## src/scc_defs.svh

```systemverilog
// Purpose: offsets, field positions, reset values and timing counts for the sense counter
// Assumes: included by the control module and the assertion checker
// Notes: definitions only
`ifndef SCC_DEFS_SVH
`define SCC_DEFS_SVH
// ==========================================================
// register offsets (8-bit register port)
`define SCC_OFS_CTRL_A 8'hA0
`define SCC_OFS_CTRL_B 8'hA1
`define SCC_OFS_STATUS 8'hA8
`define SCC_OFS_MASK 8'hA9
`define SCC_OFS_CNT_LO 8'hAA
`define SCC_OFS_CNT_HI 8'hAB
// ==========================================================
// reset values
`define SCC_RST_CTRL_A 8'h00
`define SCC_RST_CTRL_B 8'h00
`define SCC_RST_IRQ 8'h00
// ==========================================================
// control register a fields
`define SCC_A_EN 0
`define SCC_A_MODE_LO 1
`define SCC_A_PRESCALE 3
`define SCC_A_CNT_SRC 4
`define SCC_A_SW_CLK 5
`define SCC_A_OUT_LO 6
// control register b fields
`define SCC_B_SEL_LO 0
`define SCC_B_INVERT 3
`define SCC_B_DIV_LO 5
`define SCC_B_CHAIN 7
// ==========================================================
// status bits
`define SCC_ST_STOP 0
`define SCC_ST_LO_WRAP 1
`define SCC_ST_HI_WRAP 2
// ==========================================================
// prescaled main clock divide ratio
`define SCC_PRESCALE_DIV 4
`endif

```

## src/scc_pkg.sv

```systemverilog
// Purpose: types shared by the sense counter control files
// Assumes: scc_defs.svh holds the numbers
// Notes: none
package scc_pkg;
    // ==========================================================
    // counting modes
    typedef enum logic [1:0] {
        SCC_MODE_EVENT = 2'h0,
        SCC_MODE_WIDTH = 2'h1,
        SCC_MODE_PERIOD = 2'h2,
        SCC_MODE_CONT = 2'h3
    } scc_mode_e;
    // counter run state
    typedef enum logic [1:0] {
        SCC_ST_IDLE = 2'h0,
        SCC_ST_ARM = 2'h1,
        SCC_ST_RUN = 2'h2,
        SCC_ST_DONE = 2'h3
    } scc_state_e;
    // external sources for the counter input
    typedef struct packed {
        logic comp0;
        logic low_osc;
        logic comp1;
        logic relax_tc;
        logic interval;
        logic relax_irq;
        logic mux_bus;
    } scc_src_s;
    // register port request
    typedef struct packed {
        logic [7:0] addr;
        logic [7:0] wdata;
        logic wr;
        logic rd;
    } scc_req_s;
endpackage

```

## src/scc_divider.sv

```systemverilog
// Purpose: one-cycle enable pulses at clk/1, /2, /4, /8 of a source enable
// Assumes: src_en_in is one-cycle pulses on clk_in
// Notes: counts only while run_in is high; clears otherwise
module scc_divider #(
    parameter int WIDTH = 3
) (
    // clock and reset
    input wire logic clk_in,
    input wire logic sys_rst_in,
    // control
    input wire logic run_in,
    input wire logic src_en_in,
    input wire logic [1:0] sel_in,
    // pulse out
    output logic tick_out
);
    logic [WIDTH-1:0] cnt_r;
    logic [WIDTH-1:0] cnt_nxt;
    logic [WIDTH-1:0] mask;

    // refuse a counter too narrow to divide by 8
    if (WIDTH < 3) begin : g_bad_width
        $error("scc_divider width too small");
    end

    // divide mask from select
    always_comb begin
        mask = WIDTH'((1 << sel_in) - 1);
        cnt_nxt = cnt_r;
        if (!run_in) begin
            cnt_nxt = '0;
        end else if (src_en_in) begin
            cnt_nxt = (cnt_r & mask) == mask ? '0 : cnt_r + 1'b1;
        end
    end

    assign tick_out = run_in && src_en_in && ((cnt_r & mask) == mask);

    // register count
    always_ff @(posedge clk_in) begin
        if (sys_rst_in) begin
            cnt_r <= '0;
        end else begin
            cnt_r <= cnt_nxt;
        end
    end
endmodule

```

## src/scc_sense_counter_control.sv

```systemverilog
// Purpose: control logic of a two-counter capacitive sensing counter block
// Assumes: clk_in is the internal main oscillator at 125 MHz; pins pass two flip-flops
// Notes: the prescaled main clock and divided clocks are one-cycle enables
// ==========================================================
// Overview of operation
// RULE1: software leaves control a bits 7 to 1 alone while enabled.
// RULE2: software never writes control b while enabled.
// RULE3: output select 00 input, 01 sensing irq, 10 low out, 11 high out.
// RULE4: switch clock bit picks prescaled clock (0) or random sequence (1).
// RULE5: counter source bit picks main clock (0) or prescaled clock (1).
// RULE6: prescaled mode moves timer one onto prescaled clock and lets counters toggle.
// RULE7: once prescaled mode is on, its divider runs freely and never restarts.
// RULE8: event mode counts from enable until an interrupt event.
// RULE9: pulse width mode counts from next rising to following falling input edge.
// RULE10: period mode counts from one rising input edge to the next.
// RULE11: continuous mode counts from enable until disable.
// RULE12: mode codes 00 event, 01 width, 10 period, 11 continuous.
// RULE13: clearing enable stops counting and zeroes all counters.
// RULE14: chain clear gives two 8-bit counters, set gives one 16-bit counter.
// RULE15: divider field gives main clock divided by 1, 2, 4 or 8; code divides the clock picked by the counter source bit.
// RULE16: invert bit passes the selected input straight or inverted.
// RULE17: input select picks one of eight sources, code 111 constant zero.
`include "scc_defs.svh"
module scc_sense_counter_control
    import scc_pkg::*;
(
    // clock and reset
    input wire logic clk_in,
    input wire logic sys_rst_in,
    // register port
    input wire scc_req_s req_in,
    output logic [7:0] rdata_out,
    // asynchronous sources and event
    input wire scc_src_s src_in,
    input wire logic prs_in,
    input wire logic stop_event_in,
    // timer one clock choices
    input wire logic timer_one_config_in,
    input wire logic slow_32k_tick_in,
    // outputs
    output logic pin_out,
    output logic switch_clk_out,
    output logic timer_one_tick_out,
    output logic [15:0] count_out,
    output logic irq_out
);
    // ==========================================================
    // synchronisers: sources, random sequence, stop event, slow tick
    localparam int NSYNC = 10;
    logic [NSYNC-1:0] sync1_r;
    logic [NSYNC-1:0] sync2_r;
    logic [NSYNC-1:0] async_bits;
    assign async_bits = {slow_32k_tick_in, stop_event_in, prs_in, src_in};

    // two flip-flop stages
    always_ff @(posedge clk_in) begin
        if (sys_rst_in) begin
            sync1_r <= '0;
            sync2_r <= '0;
        end else begin
            sync1_r <= async_bits;
            sync2_r <= sync1_r;
        end
    end

    scc_src_s src_s;
    logic prs_s;
    logic stop_s;
    logic slow_s;
    logic slow_q_r;
    assign {slow_s, stop_s, prs_s, src_s} = sync2_r;

    // ==========================================================
    // registers
    logic [7:0] ctrl_a_r;
    logic [7:0] ctrl_a_nxt;
    logic [7:0] ctrl_b_r;
    logic [7:0] ctrl_b_nxt;
    logic [2:0] stat_r;
    logic [2:0] stat_nxt;
    logic [2:0] mask_r;
    logic [2:0] mask_nxt;
    logic [7:0] rdata_nxt;
    logic [2:0] ev_set;

    logic enable;
    scc_mode_e mode;
    logic prescale_on;
    logic chain;
    assign enable = ctrl_a_r[`SCC_A_EN];
    assign mode = scc_mode_e'(ctrl_a_r[`SCC_A_MODE_LO +: 2]); // [RULE12]
    assign prescale_on = ctrl_a_r[`SCC_A_PRESCALE];
    assign chain = ctrl_b_r[`SCC_B_CHAIN];

    logic [15:0] cnt_r;
    logic [15:0] cnt_nxt;

    // address match, used for write decode only; reads use a case
    function automatic logic hit(input logic [7:0] a, input logic [7:0] ofs);
        hit = (a == ofs);
    endfunction

    // register write and read next values
    always_comb begin
        ctrl_a_nxt = ctrl_a_r;
        ctrl_b_nxt = ctrl_b_r;
        mask_nxt = mask_r;
        stat_nxt = stat_r | ev_set;
        rdata_nxt = 8'h00;
        if (req_in.wr) begin
            if (hit(req_in.addr, `SCC_OFS_CTRL_A)) begin
                ctrl_a_nxt = req_in.wdata;
            end
            if (hit(req_in.addr, `SCC_OFS_CTRL_B)) begin
                ctrl_b_nxt = req_in.wdata & 8'hEF;
            end
            if (hit(req_in.addr, `SCC_OFS_MASK)) begin
                mask_nxt = req_in.wdata[2:0];
            end
            if (hit(req_in.addr, `SCC_OFS_STATUS)) begin
                stat_nxt = (stat_r & ~req_in.wdata[2:0]) | ev_set; // set wins over clear
            end
        end
        if (req_in.rd) begin
            case (req_in.addr)
                `SCC_OFS_CTRL_A: rdata_nxt = ctrl_a_r;
                `SCC_OFS_CTRL_B: rdata_nxt = ctrl_b_r;
                `SCC_OFS_STATUS: rdata_nxt = {5'h00, stat_r};
                `SCC_OFS_MASK: rdata_nxt = {5'h00, mask_r};
                `SCC_OFS_CNT_LO: rdata_nxt = cnt_r[7:0];
                `SCC_OFS_CNT_HI: rdata_nxt = cnt_r[15:8];
                default: rdata_nxt = 8'h00;
            endcase
        end
    end

    // register storage
    always_ff @(posedge clk_in) begin
        if (sys_rst_in) begin
            ctrl_a_r <= `SCC_RST_CTRL_A;
            ctrl_b_r <= `SCC_RST_CTRL_B;
            stat_r <= 3'h0;
            mask_r <= 3'h0;
            rdata_out <= 8'h00;
        end else begin
            ctrl_a_r <= ctrl_a_nxt;
            ctrl_b_r <= ctrl_b_nxt;
            stat_r <= stat_nxt;
            mask_r <= mask_nxt;
            rdata_out <= rdata_nxt;
        end
    end

    // ==========================================================
    // prescaled main clock: free running once started
    logic [2:0] pre_cnt_r;
    logic [2:0] pre_cnt_nxt;
    logic pre_run_r;
    logic pre_run_nxt;
    logic pre_tick;
    assign pre_tick = pre_run_r && (pre_cnt_r == 3'(`SCC_PRESCALE_DIV - 1));

    // the three-bit prescale counter serves ratios 2 to 8 only
    if (`SCC_PRESCALE_DIV < 2 || `SCC_PRESCALE_DIV > 8) begin : g_bad_prescale
        $error("prescale ratio out of range");
    end

    // divider next state
    always_comb begin
        pre_run_nxt = pre_run_r | prescale_on; // [RULE7]
        pre_cnt_nxt = pre_cnt_r;
        if (pre_run_r) begin
            pre_cnt_nxt = pre_tick ? 3'h0 : pre_cnt_r + 3'h1; // [RULE7]
        end
    end

    // divider storage
    always_ff @(posedge clk_in) begin
        if (sys_rst_in) begin
            pre_run_r <= 1'b0;
            pre_cnt_r <= 3'h0;
        end else begin
            pre_run_r <= pre_run_nxt;
            pre_cnt_r <= pre_cnt_nxt;
        end
    end

    // ==========================================================
    // counter clock: source then divide
    logic src_tick;
    logic cnt_tick;
    assign src_tick = ctrl_a_r[`SCC_A_CNT_SRC] ? pre_tick : 1'b1; // [RULE5]

    scc_divider #(
        .WIDTH(3)
    ) u_div (
        .clk_in(clk_in),
        .sys_rst_in(sys_rst_in),
        .run_in(enable),
        .src_en_in(src_tick),
        .sel_in(ctrl_b_r[`SCC_B_DIV_LO +: 2]), // [RULE15]
        .tick_out(cnt_tick)
    );

    // ==========================================================
    // input selection and inversion
    logic in_raw;
    logic in_sel;
    logic in_q_r;
    always_comb begin
        case (ctrl_b_r[`SCC_B_SEL_LO +: 3]) // [RULE17]
            3'h0: in_raw = src_s.comp0;
            3'h1: in_raw = src_s.low_osc;
            3'h2: in_raw = src_s.comp1;
            3'h3: in_raw = src_s.relax_tc;
            3'h4: in_raw = src_s.interval;
            3'h5: in_raw = src_s.relax_irq;
            3'h6: in_raw = src_s.mux_bus;
            default: in_raw = 1'b0;
        endcase
        in_sel = in_raw ^ ctrl_b_r[`SCC_B_INVERT]; // [RULE16]
    end

    logic rise;
    logic fall;
    assign rise = in_sel && !in_q_r;
    assign fall = !in_sel && in_q_r;

    // ==========================================================
    // counting state machine and counters
    scc_state_e st_r;
    scc_state_e st_nxt;
    logic counting;
    logic lo_wrap;
    logic hi_wrap;
    logic stop_now;

    // next state and counter values
    always_comb begin
        st_nxt = st_r;
        stop_now = 1'b0;
        case (st_r)
            SCC_ST_IDLE: begin
                if (enable) begin
                    st_nxt = (mode == SCC_MODE_EVENT || mode == SCC_MODE_CONT) ?
                        SCC_ST_RUN : SCC_ST_ARM; // [RULE8] [RULE11]
                end
            end
            SCC_ST_ARM: begin
                if (rise) begin
                    st_nxt = SCC_ST_RUN; // [RULE9] [RULE10]
                end
            end
            SCC_ST_RUN: begin
                case (mode)
                    SCC_MODE_EVENT: stop_now = stop_s; // [RULE8]
                    SCC_MODE_WIDTH: stop_now = fall; // [RULE9]
                    SCC_MODE_PERIOD: stop_now = rise; // [RULE10]
                    default: stop_now = 1'b0; // [RULE11]
                endcase
                if (stop_now) begin
                    st_nxt = SCC_ST_DONE;
                end
            end
            default: st_nxt = SCC_ST_DONE;
        endcase
        if (!enable) begin
            st_nxt = SCC_ST_IDLE; // [RULE13]
        end
        counting = (st_r == SCC_ST_RUN) && !stop_now && cnt_tick && prescale_on; // [RULE6]
        lo_wrap = counting && (cnt_r[7:0] == 8'hFF);
        hi_wrap = 1'b0;
        cnt_nxt = cnt_r;
        if (counting) begin
            if (chain) begin
                cnt_nxt = cnt_r + 16'h0001; // [RULE14]
                hi_wrap = (cnt_r == 16'hFFFF);
            end else begin
                cnt_nxt[7:0] = cnt_r[7:0] + 8'h01; // [RULE14]
                cnt_nxt[15:8] = cnt_r[15:8] + 8'h01;
                hi_wrap = (cnt_r[15:8] == 8'hFF);
            end
        end
        if (!enable) begin
            cnt_nxt = 16'h0000; // [RULE13]
        end
        ev_set = {hi_wrap, lo_wrap, stop_now && enable};
    end

    // state storage
    always_ff @(posedge clk_in) begin
        if (sys_rst_in) begin
            st_r <= SCC_ST_IDLE;
            cnt_r <= 16'h0000;
            in_q_r <= 1'b0;
            slow_q_r <= 1'b0;
        end else begin
            st_r <= st_nxt;
            cnt_r <= cnt_nxt;
            in_q_r <= in_sel;
            slow_q_r <= slow_s;
        end
    end

    // ==========================================================
    // output selection and registered outputs
    logic irq_nxt;
    logic pin_nxt;
    logic t1_nxt;
    always_comb begin
        irq_nxt = |(stat_nxt & mask_nxt);
        case (ctrl_a_r[`SCC_A_OUT_LO +: 2]) // [RULE3]
            2'h0: pin_nxt = in_sel;
            2'h1: pin_nxt = irq_out;
            2'h2: pin_nxt = lo_wrap;
            default: pin_nxt = hi_wrap;
        endcase
        if (prescale_on) begin
            t1_nxt = pre_tick; // [RULE6]
        end else begin
            t1_nxt = timer_one_config_in ? (slow_s && !slow_q_r) : 1'b1; // [RULE6]
        end
    end

    // output flops
    always_ff @(posedge clk_in) begin
        if (sys_rst_in) begin
            irq_out <= 1'b0;
            pin_out <= 1'b0;
            switch_clk_out <= 1'b0;
            timer_one_tick_out <= 1'b0;
            count_out <= 16'h0000;
        end else begin
            irq_out <= irq_nxt;
            pin_out <= pin_nxt;
            switch_clk_out <= ctrl_a_r[`SCC_A_SW_CLK] ? prs_s : pre_tick; // [RULE4]
            timer_one_tick_out <= t1_nxt;
            count_out <= cnt_nxt;
        end
    end
endmodule

```

## config.mk

```make
export PLATFORM = sky130hd
export DESIGN_NAME = scc_sense_counter_control
export DESIGN_NICKNAME = d
export VERILOG_FILES = /design/src/scc_pkg.sv /design/src/scc_divider.sv /design/src/scc_sense_counter_control.sv
export VERILOG_INCLUDE_DIRS = /design/src
export SDC_FILE = /design/constraint.sdc
export NUM_CORES = 1
export LEC_CHECK = 0
export BUFFER_PORTS_ARGS = -buffer_cell sky130_fd_sc_hd__buf_2
export CAP_MARGIN = 10
export CORE_ASPECT_RATIO = 1.4
export CORE_UTILIZATION = 50
export DETAILED_ROUTE_END_ITERATION = 6
export PLACE_DENSITY = 0.74
export RECOVER_POWER = 50
export SYNTH_ARGS = -nofsm -noshare
export SYNTH_HDL_FRONTEND = slang
export SYNTH_SLANG_ARGS = --single-unit
```

## constraint.sdc

```tcl
create_clock -name clk_in -period 6.3 [get_ports clk_in]
set_clock_uncertainty 0.15 [all_clocks]
set_input_delay 0.315 -clock clk_in [delete_from_list [all_inputs] [get_ports clk_in]]
set_output_delay 0.315 -clock clk_in [all_outputs]
set_load 0.05 [all_outputs]
```

* Word level (Yosys, flattened, before mapping)
Cells that the tools add are included.
** Word-level totals
- Register bits :: 80
- Bits in latches :: 0
- Bits in writable memories :: 0
- Memory bits (read-only) :: 0
- Input port bits :: 31
- Output and inout port bits :: 28
- Logic and storage cells :: 110
- Memories kept :: 0
** Cells by class
- $add $sub $neg :: 6
- Multiply operators :: 0
- Div/mod/pow operators :: 0
- $lt $le $gt $ge :: 0
- Equality and inequality tests :: 26
- Shift operators :: 1
- Multiplexer cells :: 23
- Bitwise gates (word level) :: 10
- Reductions and logical operators :: 26
** Operators by type and width (number)
- 8-bit equality test (second input constant) :: 8
- 8-bit case mux with 6 select lines :: 1
- 3-bit two-way mux :: 6
- 16-bit by 1-bit adder with 16-bit output (second input constant) :: 1
- 8-bit by 1-bit adder with 8-bit output (second input constant) :: 2
- 16-bit equality test (second input constant) :: 1
- 16-bit two-way mux :: 1
- 1-bit logical AND :: 11
- 3-bit AND :: 3
- 3-bit by 2-bit equality test with 1-bit output (second input constant) :: 3
- 3-bit equality test (second input constant) :: 3
- 2-bit equality test (second input constant) :: 4
- 1-bit two-way mux :: 8
- 1-bit case mux with 7 select lines :: 1
- 3-bit by 1-bit adder with 3-bit output (second input constant) :: 2
- 2-bit by 1-bit equality test with 1-bit output (second input constant) :: 3
- 2-bit logical NOT :: 3
- 2-bit two-way mux :: 3
- 3-bit OR :: 2
- 1-bit case mux with 3 select lines :: 2
- 2-bit case mux with 3 select lines :: 1
- 2-bit AND reduction :: 3
- 1-bit logical NOT :: 4
- 2-bit OR reduction :: 2
- 13 further kinds :: 14

* Longest topological paths before layout
Gate-level depths: netlist of the first run.
- Depth after elaboration :: 18
- Gate-level depth with buffers :: 10

* By module
From an unflattened synthesis of the first run, not the netlist that was laid out.
** Second synthesis, totals
- Cell total of the unflattened synthesis :: 395
- Area, all modules :: 3580.9 sq um
** Modules (own cells, without submodules)
- scc_sense_counter_control :: times used 1, cells an instance 377, area each 3408.3 sq um, sequential area each 1541.5 sq um
- scc_divider :: times used 1, cells an instance 18, area each 172.7 sq um, sequential area each 60.1 sq um

* Worst setup path before layout of the first run
Ideal clock, no wire load.
- Path kind :: reg-to-reg
- From :: register pre_cnt_r[0]
- To :: register count_out[7]
- Setup time :: 0.071 ns
- Arrival :: 2.076 ns
- Data required time :: 6.079 ns
- Setup slack :: 4.003 ns
- Stages on the path, launching flop included :: 9
- Cells stage by stage :: dfxtp_1 ha_1 nand3b_2 a2111o_1 a221oi_4 nand3_4 buf_6 or3_1 a21oi_1
** On the way
- Word-level cells in the longest chain between the ends :: 7
** Ends and longest elaborated chain
- start: declaration :: line scc_sense_counter_control.sv:156 : logic [2:0] pre_cnt_r;
- start signal: assignment :: line scc_sense_counter_control.sv:184 : pre_cnt_r <= pre_cnt_nxt;
- 3-bit by 2-bit equality test with 1-bit output :: line scc_sense_counter_control.sv:161 : assign pre_tick = pre_run_r && (pre_cnt_r == 3'(`SCC_PRESCALE_DIV - 1));
- 1-bit logical AND :: line scc_sense_counter_control.sv:161
- 1-bit two-way mux :: line scc_sense_counter_control.sv:192 : assign src_tick = ctrl_a_r[`SCC_A_CNT_SRC] ? pre_tick : 1'b1;
- 1-bit logical AND (2 in a row) :: line scc_divider.sv:37 : assign tick_out = run_in && src_en_in && ((cnt_r & mask) == mask);
- 1-bit logical AND (2 in a row) :: line scc_sense_counter_control.sv:270 : counting = (st_r == SCC_ST_RUN) && !stop_now && cnt_tick && prescale_on;
- end signal: assignment :: line scc_sense_counter_control.sv:338 : count_out <= cnt_nxt;
- end: declaration :: line scc_sense_counter_control.sv:44 : output logic [15:0] count_out,
No other way between the ends.
A chain may end at the register's enable or synchronous reset.

* Worst setup path after layout of the first run
- From :: input sys_rst_in
- To :: register count_out[13]
** On the way
- Word-level cells in the longest chain between the ends :: 1
** Ends and longest elaborated chain
- start: declaration :: line scc_sense_counter_control.sv:29 : input wire logic sys_rst_in,
- 2-bit OR reduction (no line)
No other way between the ends.

==> summary.md, run 1 <==
| Metric | Value |
|---|---|
| Result of the run | `finished with violations` |
| Violated checks | `capacitance limit, slew limit` |
| Routed length per placed instance | `around 15 µm` |
| Yosys reg bits | `80` |
| Area growth from synthesis to layout | `13.3%` |
| Worst Path Arrival | `about 3.7 ns` |
| Async set-or-reset flop fraction in the synthesized netlist | `0%` |
| Std cell rows | `36` |
| Number of diodes added for antenna fixing | `0` |
| Total power density per cell area | `215 nW/µm²` |
| Hold Slack | `between 0.015 and 0.02 ns` |
| Hold Path Cell Cnt | `2` |
| Area of the multi-input gates | `approximately 1900 µm²` |
| Top flip-flop cell by instance count after synthesis | `sky130_fd_sc_hd__dfxtp_1` |
| Count of final setup violators | `0` |
| Length in cells of the worst reg-to-reg path | `7` |
| Unrepaired setup endpoints after global routing | `no` |
| Total negative slack | `0 ns` |
| Detailed Route Iter0 Violations | `~160` |
| Critical path capture point type | `register` |
| Clock insertion delay at the later pin of the skew report | `0.35 ns` |
| IO Pins | `a little under 60` |
| Total CTS buffers | `9` |
| Most frequent standard cell in the layout excluding fill and tap cells | `sky130_fd_sc_hd__dfxtp_1` |
| Post-CTS Hold Buffers | `0` |
| Avg Vias per Cell | `about 5.6` |
| Relative slew slack | `-46.0%` |
| Period Utilization, post-route | `a little under three fifths` |
| Width of the die | `between 70 and 80 µm` |
| Slew of the pin with the lowest slew margin | `2.19 ns` |
| Hold endpoint | `sync1_r[7]` |
| Buffers added on ports | `a little under 60` |
| Die Height | `about 100 µm` |
| Overall overflow remaining after global route | `0` |
| Cells resized by post-CTS repair | `0` |
| Minimum setup slack among reg-to-reg paths | `approximately 3.6 ns` |
| Distinct cell type count after synthesis | `52` |
| Worst reg2reg startpoint | `pre_cnt_r[0]` |
| FF/Latch Area | `approximately 1600 µm²` |
| Worst setup SP type | `input pin` |
| Sequential area share after synthesis | `approximately 45%` |
| Worst flop-to-flop path endpoint | `count_out[14]` |
| Worst EP required | `6.40 ns` |
| Maximum fanout along the worst path | `53` |
| DP HPWL | `5.84 mm` |
| Die outline area | `between 7000 and 8000 µm²` |
| Cell chain of the critical path | `buf_2, clkbuf_1, inv_1, nand2_1, nor2_1, a31o_2` |
| Worst path top cell family by delay | `buffers and inverters` |
| Largest net degree at the start of global routing | `54` |
| CTS tree | `yes` |
| Clock input transition at the sequential cells of the worst setup and hold paths | `around 0.080 ns` |
| Max-cap viol count | `1` |
| Met2 Resource Use GR | `39.8%` |
| Slowest cell on crit path | `sky130_fd_sc_hd__clkbuf_1` |
| Final critical delay including setup and external delays | `between 3 and 4 ns` |
| Worst Setup Path Type | `input pin to register` |
| Mean Syn Cell Area | `just over 9 µm²` |
| Final hold violation count | `0` |
| Layout cells sized above 1 | `a little under an eighth` |
| Maximum buffer depth of the clock tree | `2` |
| Beginning of the critical path | `sys_rst_in` |
| Synthesized net count | `around 430` |
| WL final | `about 8 mm` |
| Vias after detailed routing | `roughly 3000` |
| Longest individual stage delay on the worst path | `about 1.6 ns` |
| Routed Antenna Nets | `0` |
| Detailed Routing Iterations Pass 1 | `4` |
| Mapped Cells | `392` |
| Global-route wire length before repair | `13.0 mm` |
| Count of warnings emitted by yosys | `0` |
| Setup repair bufs after CTS | `0` |
| Starting density of the core | `51.6%` |
| Maximum vdd ir drop | `about 0.00014 V` |
| Floorplan core area | `between 6000 and 7000 µm²` |
| Total number of nets in the final design | `486` |
| Grt met3 use | `just under 4%` |
| Area of the mapped netlist | `3580 µm²` |
| H-Tree Level Count | `3` |
| Worst path bufs/invs | `3` |
| Met1 usage in global routing | `26.6%` |
| Clock Sink Count | `80` |
| Worst min-delay path class | `input pin to register` |
| Initial antenna violation count | `0` |
| Via count of the first global-routing pass | `between 2000 and 3000` |
| Library cell used as clock root buffer | `sky130_fd_sc_hd__clkbuf_8` |
| Total routing resource utilization after global routing | `between 20% and 30%` |
| Total count of max-transition violations in the final report | `54` |
| Source of the worst hold timing path | `prs_in` |
| Global routing's busiest layer | `met2` |
| Final Wtd Congestion | `approximately 0.83` |
| Leakage component of the power | `1.49 nW` |
| Commonest non-fill, non-tap cells in the layout | `sky130_fd_sc_hd__dfxtp_1 (80), sky130_fd_sc_hd__nor2_1 (37), sky130_fd_sc_hd__mux2i_1 (34), sky130_fd_sc_hd__nand2_1 (32), sky130_fd_sc_hd__buf_2 (32)` |
| Number of enable-type register cells in the synthesized netlist | `0` |
| Fill cell total of the finished layout | `~670` |
| Top achievable clock speed | `around 280 MHz` |
| DRC errors left | `0` |
==> worst reg2reg max path, delay by kind of cell, from the launching register on <==
kind | cells | cell delay [ns]
AND/OR/NAND/NOR | 3 | 1.00
AO/OA/AOI/OAI | 3 | 0.97
adder cells (fa/ha/maj) | 1 | 0.20
flip-flops | 1 | 0.36
==> flip-flops by register name, indices dropped and copies added (netlist names), 2 cells and up <==
| signal | cells |
|---|---|
| ctrl_b_r | 7 |
| pre_cnt_r | 3 |
| st_r | 2 |
| u_div.cnt_r | 3 |
| count_out | 16 |
| sync1_r | 10 |
| ctrl_a_r | 8 |
| sync2_r | 10 |
| mask_r | 3 |
| rdata_out | 8 |
| stat_r | 3 |
==> cell families (layout without fill, tap and decap cells) <==
| kind of cell | Yosys count | after routing | synth area share (%) |
|---|---|---|---|
| and+or+nand+nor | 156 | 156 | 23.3 |
| AOI/OAI and AO/OA | 82 | 82 | 15.0 |
| DFF | 80 | 80 | 44.8 |
| muxes | 35 | 35 | 9.83 |
| buffers and inverters | 26 | 85 | 3.04 |
| adders and majority gates | 8 | 8 | 2.80 |
| xor gates and xnor gates | 5 | 5 | 1.22 |
==> area by class of cell <==
cell class                 count  area share [%]
inverter                      11            1.02
sequential                    80            39.5
multi-input combinational    286            46.1
tap                           95            2.93
clock buffer                   9            3.06
clock inverter                 6           0.926
timing repair buffer          59            6.45
==> worst max path at each step <==
stage / slack [ns] / depth (start not counted) / end
6_report: 2.72 / 6 / count_out[13]
5_1_grt: 2.43 / 6 / count_out[13]
4_1_cts: 3.56 / 7 / count_out[12]
3_5_place_dp: 3.28 / 7 / ctrl_a_r[6]
3_3_place_gp: 3.41 / 7 / ctrl_a_r[2]
2_1_floorplan: 4.00 / 8 / count_out[7]
==> routing by layer <==
metal  part of all wire, %  up-vias
met3                   3.4       22
met2                    50       84
met1                    42     1439
li1                      -     1496
met4                   4.0        0
met5                     0        -
==> power breakdown <==
part	internal (mW)	switching (mW)
combinational	0.0161	0.0222
clock	0.138	0.181
sequential	0.512	0.00189
==> cells in the mapped netlist (2+ instances only) <==
library cell | instances | area [µm²]
sky130_fd_sc_hd__inv_1 | 11 | 41.3
sky130_fd_sc_hd__or3_1 | 8 | 50.1
sky130_fd_sc_hd__o211ai_1 | 2 | 15.0
sky130_fd_sc_hd__buf_2 | 2 | 10.0
sky130_fd_sc_hd__o21a_1 | 4 | 30.0
sky130_fd_sc_hd__o22ai_1 | 8 | 50.1
sky130_fd_sc_hd__and2_1 | 6 | 37.5
sky130_fd_sc_hd__nand3b_1 | 4 | 30.0
sky130_fd_sc_hd__nand2b_1 | 3 | 18.8
sky130_fd_sc_hd__o31ai_1 | 6 | 45.0
sky130_fd_sc_hd__nand3_1 | 8 | 40.0
sky130_fd_sc_hd__nor3b_1 | 3 | 22.5
sky130_fd_sc_hd__nor2_1 | 37 | 139
sky130_fd_sc_hd__o21ai_0 | 19 | 95.1
sky130_fd_sc_hd__nor4_1 | 2 | 12.5
sky130_fd_sc_hd__nand2_1 | 32 | 120
sky130_fd_sc_hd__a31oi_1 | 3 | 18.8
sky130_fd_sc_hd__a211oi_1 | 3 | 22.5
sky130_fd_sc_hd__xor2_1 | 4 | 35.0
sky130_fd_sc_hd__mux2i_1 | 34 | 340
sky130_fd_sc_hd__a2111oi_0 | 2 | 17.5
sky130_fd_sc_hd__buf_1 | 3 | 11.3
sky130_fd_sc_hd__clkbuf_1 | 8 | 30.0
sky130_fd_sc_hd__nor3_1 | 3 | 15.0
sky130_fd_sc_hd__nor2b_1 | 28 | 175
sky130_fd_sc_hd__nand4_1 | 6 | 37.5
sky130_fd_sc_hd__a21oi_1 | 23 | 115
sky130_fd_sc_hd__ha_1 | 8 | 100
sky130_fd_sc_hd__dfxtp_1 | 80 | 1600
sky130_fd_sc_hd__a22o_1 | 2 | 17.5
sky130_fd_sc_hd__a2111o_1 | 2 | 22.5
sky130_fd_sc_hd__and3_1 | 5 | 31.3
sky130_fd_sc_hd__or4_1 | 4 | 30.0
==> stage by stage <==
stage               instance area, µm²  std cells  total power, mW  setup WS [ns]  utilization (%)
detailed placement                3930        531            0.564           3.28             56.6
finish                            4050        546            0.871           2.72             58.4
global route                      4050        546            0.904           2.43             58.4
CTS                               4090        546            0.878           3.56             58.9
floorplan                         3580        392            0.548           4.00                -
global placement                  3930        531            0.563           3.41             56.6
(Power assumes the default switching activity.)
==> run 2: changes to the inputs <==
--- a/config.mk
+++ b/config.mk
@@ -6,6 +6,7 @@
 export SDC_FILE = /design/constraint.sdc
 export NUM_CORES = 1
 export LEC_CHECK = 0
+export ABC_AREA = 1
 export BUFFER_PORTS_ARGS = -buffer_cell sky130_fd_sc_hd__buf_2
 export CAP_MARGIN = 10
 export CORE_ASPECT_RATIO = 1.4
==> constraint.sdc (replaced) <==
create_clock -name clk_in -period 3.5 [get_ports clk_in]
set_clock_uncertainty 0.15 [all_clocks]
set_input_delay 0.175 -clock clk_in [delete_from_list [all_inputs] [get_ports clk_in]]
set_output_delay 0.175 -clock clk_in [all_outputs]
set_load 0.05 [all_outputs]
==> summary.md, run 2 <==
| Metric | Value |
|---|---|
| Yosys top cell by area | `sky130_fd_sc_hd__dfxtp_1` |
| Total CTS buffers | `9 (unchanged)` |
| Initial antenna violation count | `0 (unchanged)` |
| Maximum fanout along the worst path | `16 (-70%)` |
| Part of the power in combinational logic | `4.7% (+0.3 points)` |
| Unrepaired setup endpoints after global routing | `no` |
| Final setup margin | `1.05 ns (-1.67 ns)` |
| Most instantiated cells after synthesis | `sky130_fd_sc_hd__inv_1 (81), sky130_fd_sc_hd__dfxtp_1 (80), sky130_fd_sc_hd__nand2_1 (80), sky130_fd_sc_hd__nor2_1 (60), sky130_fd_sc_hd__a21oi_1 (58)` |
| Clock Sink Count | `80 (unchanged)` |
| Count of warnings emitted by yosys | `0 (unchanged)` |
| Register bank with the most flops | `count_out` |
| Buffers added on ports | `58 (unchanged)` |
| Worst flop-to-flop path endpoint | `count_out[3]` |
| DRC errors left | `0 (unchanged)` |
| Final Wtd Congestion | `0.910 (+9.7%)` |
| Source of the worst hold timing path | `req_in[9]` |
| Global-route wire length before repair | `15.0 mm (+15%)` |
| Synthesized net count | `548 (+27%)` |
| Total power | `1.68 mW (+92%)` |
| IO Pins | `59 (unchanged)` |
| Max-cap viol count | `0 (-1)` |
| Clock insertion delay at the later pin of the skew report | `0.36 ns (about the same)` |
| Worst reg2reg startpoint | `pre_cnt_r[0]` |
| Area of the mapped netlist | `3700 µm² (+3.4%)` |
| Avg Vias per Cell | `5.20 (-6.6%)` |
| Async set-or-reset flop fraction in the synthesized netlist | `0% (unchanged)` |
| Starting density of the core | `52.3% (+0.73 points)` |
| Largest register FFs | `16 (unchanged)` |
| Floorplan core area | `7070 µm² (+1.9%)` |
| Critical path capture point type | `register` |
| Hold Path Cell Cnt | `3 (+1)` |
| Overall overflow remaining after global route | `0 (unchanged)` |
| Setup repair bufs after CTS | `0 (unchanged)` |
| Yosys reg bits | `80 (unchanged)` |
| Leakage component of the power | `1.72 nW (+15%)` |
| Non-filler cells, final | `682 (+25%)` |
| Switching share of total power | `23.2% (-0.27 points)` |
| Most frequent standard cell in the layout excluding fill and tap cells | `sky130_fd_sc_hd__inv_1` |
| Via count of the first global-routing pass | `3336 (+20%)` |
| Cell chain of the critical path | `ha_1, nand2_1, nor2_1, inv_1, nand2_4, o311ai_1, nor3_4, nand2_2, o21ai_1, nand2_1, nor2_1` |
| Top flip-flop cell by instance count after synthesis | `sky130_fd_sc_hd__dfxtp_1` |
| H-Tree Level Count | `3 (unchanged)` |
| Most frequently used cell type in the post-synthesis netlist | `sky130_fd_sc_hd__inv_1` |
| Internal power summed over all cells | `1.29 mW (+93%)` |
| Proportion of power drawn by flip-flops and latches | `55.2% (-3.8 points)` |
| Final critical delay including setup and external delays | `between 2 and 2.5 ns` |
| Detailed Route Iter0 Violations | `185 (+16%)` |
| Mean Syn Cell Area | `7.27 µm² (-20%)` |
| Total negative slack | `0 ns (unchanged)` |
| Period Utilization, post-route | `about 70%` |
| Portion of total power attributed to the clock network | `40.0% (+3.4 points)` |
| Hold endpoint | `ctrl_a_r[7]` |
| Routed length per placed instance | `13.7 µm (-7.6%)` |
| Top achievable clock speed | `approximately 410 MHz` |
| Library cell used as clock root buffer | `sky130_fd_sc_hd__clkbuf_8` |
| Switching pwr | `0.389 mW (+90%)` |
| Maximum vdd ir drop | `0.000334 V (+140%)` |
| Total routing resource utilization after global routing | `25.3% (+2.0 points)` |
| Layout cells sized above 1 | `10.2% (-1.5 points)` |
| Width of the die | `74.7 µm (+1.6%)` |
| Clock input transition at the sequential cells of the worst setup and hold paths | `0.09 ns (about the same)` |
| Number of enable-type register cells in the synthesized netlist | `0 (unchanged)` |
| Worst EP required | `3.65 ns (-2.75 ns)` |
| Cells resized by post-CTS repair | `0 (unchanged)` |
| Worst min-delay path class | `input pin to register` |
| Minimum setup slack among reg-to-reg paths | `1.05 ns (-2.50 ns)` |
| Detailed Routing Iterations Pass 1 | `4 (unchanged)` |
| Slew of the pin with the lowest slew margin | `1.22 ns (-0.972 ns)` |
| WL final | `9.33 mm (+15%)` |
| Relative slew slack | `18.8% (+65 points)` |
| Die Height | `104 µm (+1.7%)` |
| Length in cells of the worst reg-to-reg path | `11 (+4)` |
| Number of diodes added for antenna fixing | `0 (unchanged)` |
| Commonest non-fill, non-tap cells in the layout | `sky130_fd_sc_hd__inv_1 (83), sky130_fd_sc_hd__nand2_1 (80), sky130_fd_sc_hd__dfxtp_1 (80), sky130_fd_sc_hd__nor2_1 (60), sky130_fd_sc_hd__a21oi_1 (58)` |
| Std cell rows | `36 (unchanged)` |
| Area growth from synthesis to layout | `18.0%` |
| Distinct cell type count after synthesis | `40 (-23%)` |
| Largest net degree at the start of global routing | `31 (-43%)` |
| Result of the run | `completed` |
| Hold Slack | `0.000652 ns (-0.0162 ns)` |
| Mapped Cells | `509 (+30%)` |
| Biggest area contributors in the synthesized netlist | `sky130_fd_sc_hd__dfxtp_1 (43%), sky130_fd_sc_hd__inv_1 (8.2%), sky130_fd_sc_hd__nand2_1 (8.1%)` |
| Maximum buffer depth of the clock tree | `2 (unchanged)` |
| CTS tree | `yes` |
| Routed Antenna Nets | `0 (unchanged)` |
| Worst setup SP type | `register` |
| Post-Place Cells | `651 (+23%)` |
| Post-CTS Hold Buffers | `15 (+15)` |
| Sequential area share after synthesis | `43.3% (-1.5 points)` |
| Slowest cell on crit path | `sky130_fd_sc_hd__nor3_4` |
| Count of final setup violators | `0 (unchanged)` |
| Post-placement worst setup slack | `1.09 ns (-2.19 ns)` |
| Longest individual stage delay on the worst path | `0.52 ns (-1.03 ns)` |
| Fraction of post-synthesis cell area in the top cell type by area | `43.3% (-1.5 points)` |
| Total power density per cell area | `384 nW/µm² (+79%)` |
| Final hold violation count | `0 (unchanged)` |
| Die outline area | `7750 µm² (+3.3%)` |
| DP HPWL | `6.77 mm (+16%)` |
| Total count of max-transition violations in the final report | `0 (-100%)` |
| Worst Setup Path Type | `register to register` |
| Total number of nets in the final design | `621 (+28%)` |
| Fill cell total of the finished layout | `690 (+3.1%)` |
| Vias after detailed routing | `3548 (+17%)` |
| Worst Path Arrival | `2.61 ns (-1.07 ns)` |
| Top Registers | `count_out (16), sync1_r (10), sync2_r (10)` |
## run 2: cell types whose count changed in the layout (fill, tap and decap cells not counted), moves of 12 or more
cell / change
sky130_fd_sc_hd__a21oi_1: +35
sky130_fd_sc_hd__dlygate4sd3_1: +15
sky130_fd_sc_hd__inv_1: +72
sky130_fd_sc_hd__mux2i_1: -34
sky130_fd_sc_hd__nand2_1: +48
sky130_fd_sc_hd__nand3_1: +20
sky130_fd_sc_hd__nor2_1: +23
sky130_fd_sc_hd__nor2b_1: -28
sky130_fd_sc_hd__o21ai_0: +12
## run 2: worst max-delay path by stage
stage	cells after the start	from	slack [ns]	endpoint
floorplan	10	count_out[0]	1.33	count_out[13]
global placement	11	pre_cnt_r[0]	1.15	count_out[3]
detailed placement	10	pre_cnt_r[0]	1.09	count_out[0]
CTS	10	pre_cnt_r[0]	1.08	count_out[9]
global route	7	sys_rst_in	0.86	rdata_out[0]
finish	11	pre_cnt_r[0]	1.05	count_out[3]
## run 2: layout make-up
| type | count | area (µm²) | share of cell area [%] |
|---|---|---|---|
| Inverter | 83 | 312 | 7.14 |
| Tap cell | 95 | 119 | 2.72 |
| Clock inverter | 5 | 57.6 | 1.32 |
| Multi-Input combinational cell | 334 | 1730 | 39.6 |
| Timing Repair Buffer | 74 | 418 | 9.57 |
| Sequential cell | 80 | 1600 | 36.7 |
| Clock buffer | 11 | 131 | 3.01 |
## run 2: through the flow
step | util (%) | instance area (µm²)
6_report | 61.7 | 4370
5_1_grt | 61.7 | 4370
4_1_cts | 62.2 | 4400
3_5_place_dp | 57.4 | 4060
3_3_place_gp | 57.4 | 4060
2_1_floorplan | - | 3700
## run 2: kinds of logic after synthesis
| logic type | after synthesis | share of synthesized area (%) |
|---|---|---|
| AO/OA/AOI/OAI | 109 | 16.1 |
| XOR/XNOR | 12 | 2.84 |
| buffers and inverters | 95 | 10.0 |
| adder cells (fa/ha/maj) | 8 | 2.71 |
| AND/OR/NAND/NOR | 205 | 25.0 |
| flip-flops | 80 | 43.3 |
## run 2: power groups by stage
stage / sequential [mW] / clock [mW] / combinational (mW)
after floorplan: 0.951 / 0 / 0.0338
after global placement: 0.947 / 0 / 0.0642
after detailed placement: 0.947 / 0 / 0.0662
after CTS: 0.926 / 0.676 / 0.0791
after global routing: 0.927 / 0.726 / 0.0885
final: 0.926 / 0.671 / 0.0795
## run 2: critical path: cells and delay by family, from the launching register on
family / cells / cell delay, ns
buffers and inverters: 1 / 0.10
AND/OR/NAND/NOR: 7 / 1.27
adder cells (fa/ha/maj): 1 / 0.15
AO/OA/AOI/OAI: 2 / 0.37
flip-flops: 1 / 0.36
## run 2: per-layer routing
metal | up-vias | global-route usage, % | share of wire [%]
li1 | 1803 | - | -
met1 | 1615 | 27.7 | 40
met2 | 102 | 43.4 | 52
met3 | 28 | 4.86 | 4.0
met4 | 0 | 15.2 | 4.2
met5 | - | 0 | 0
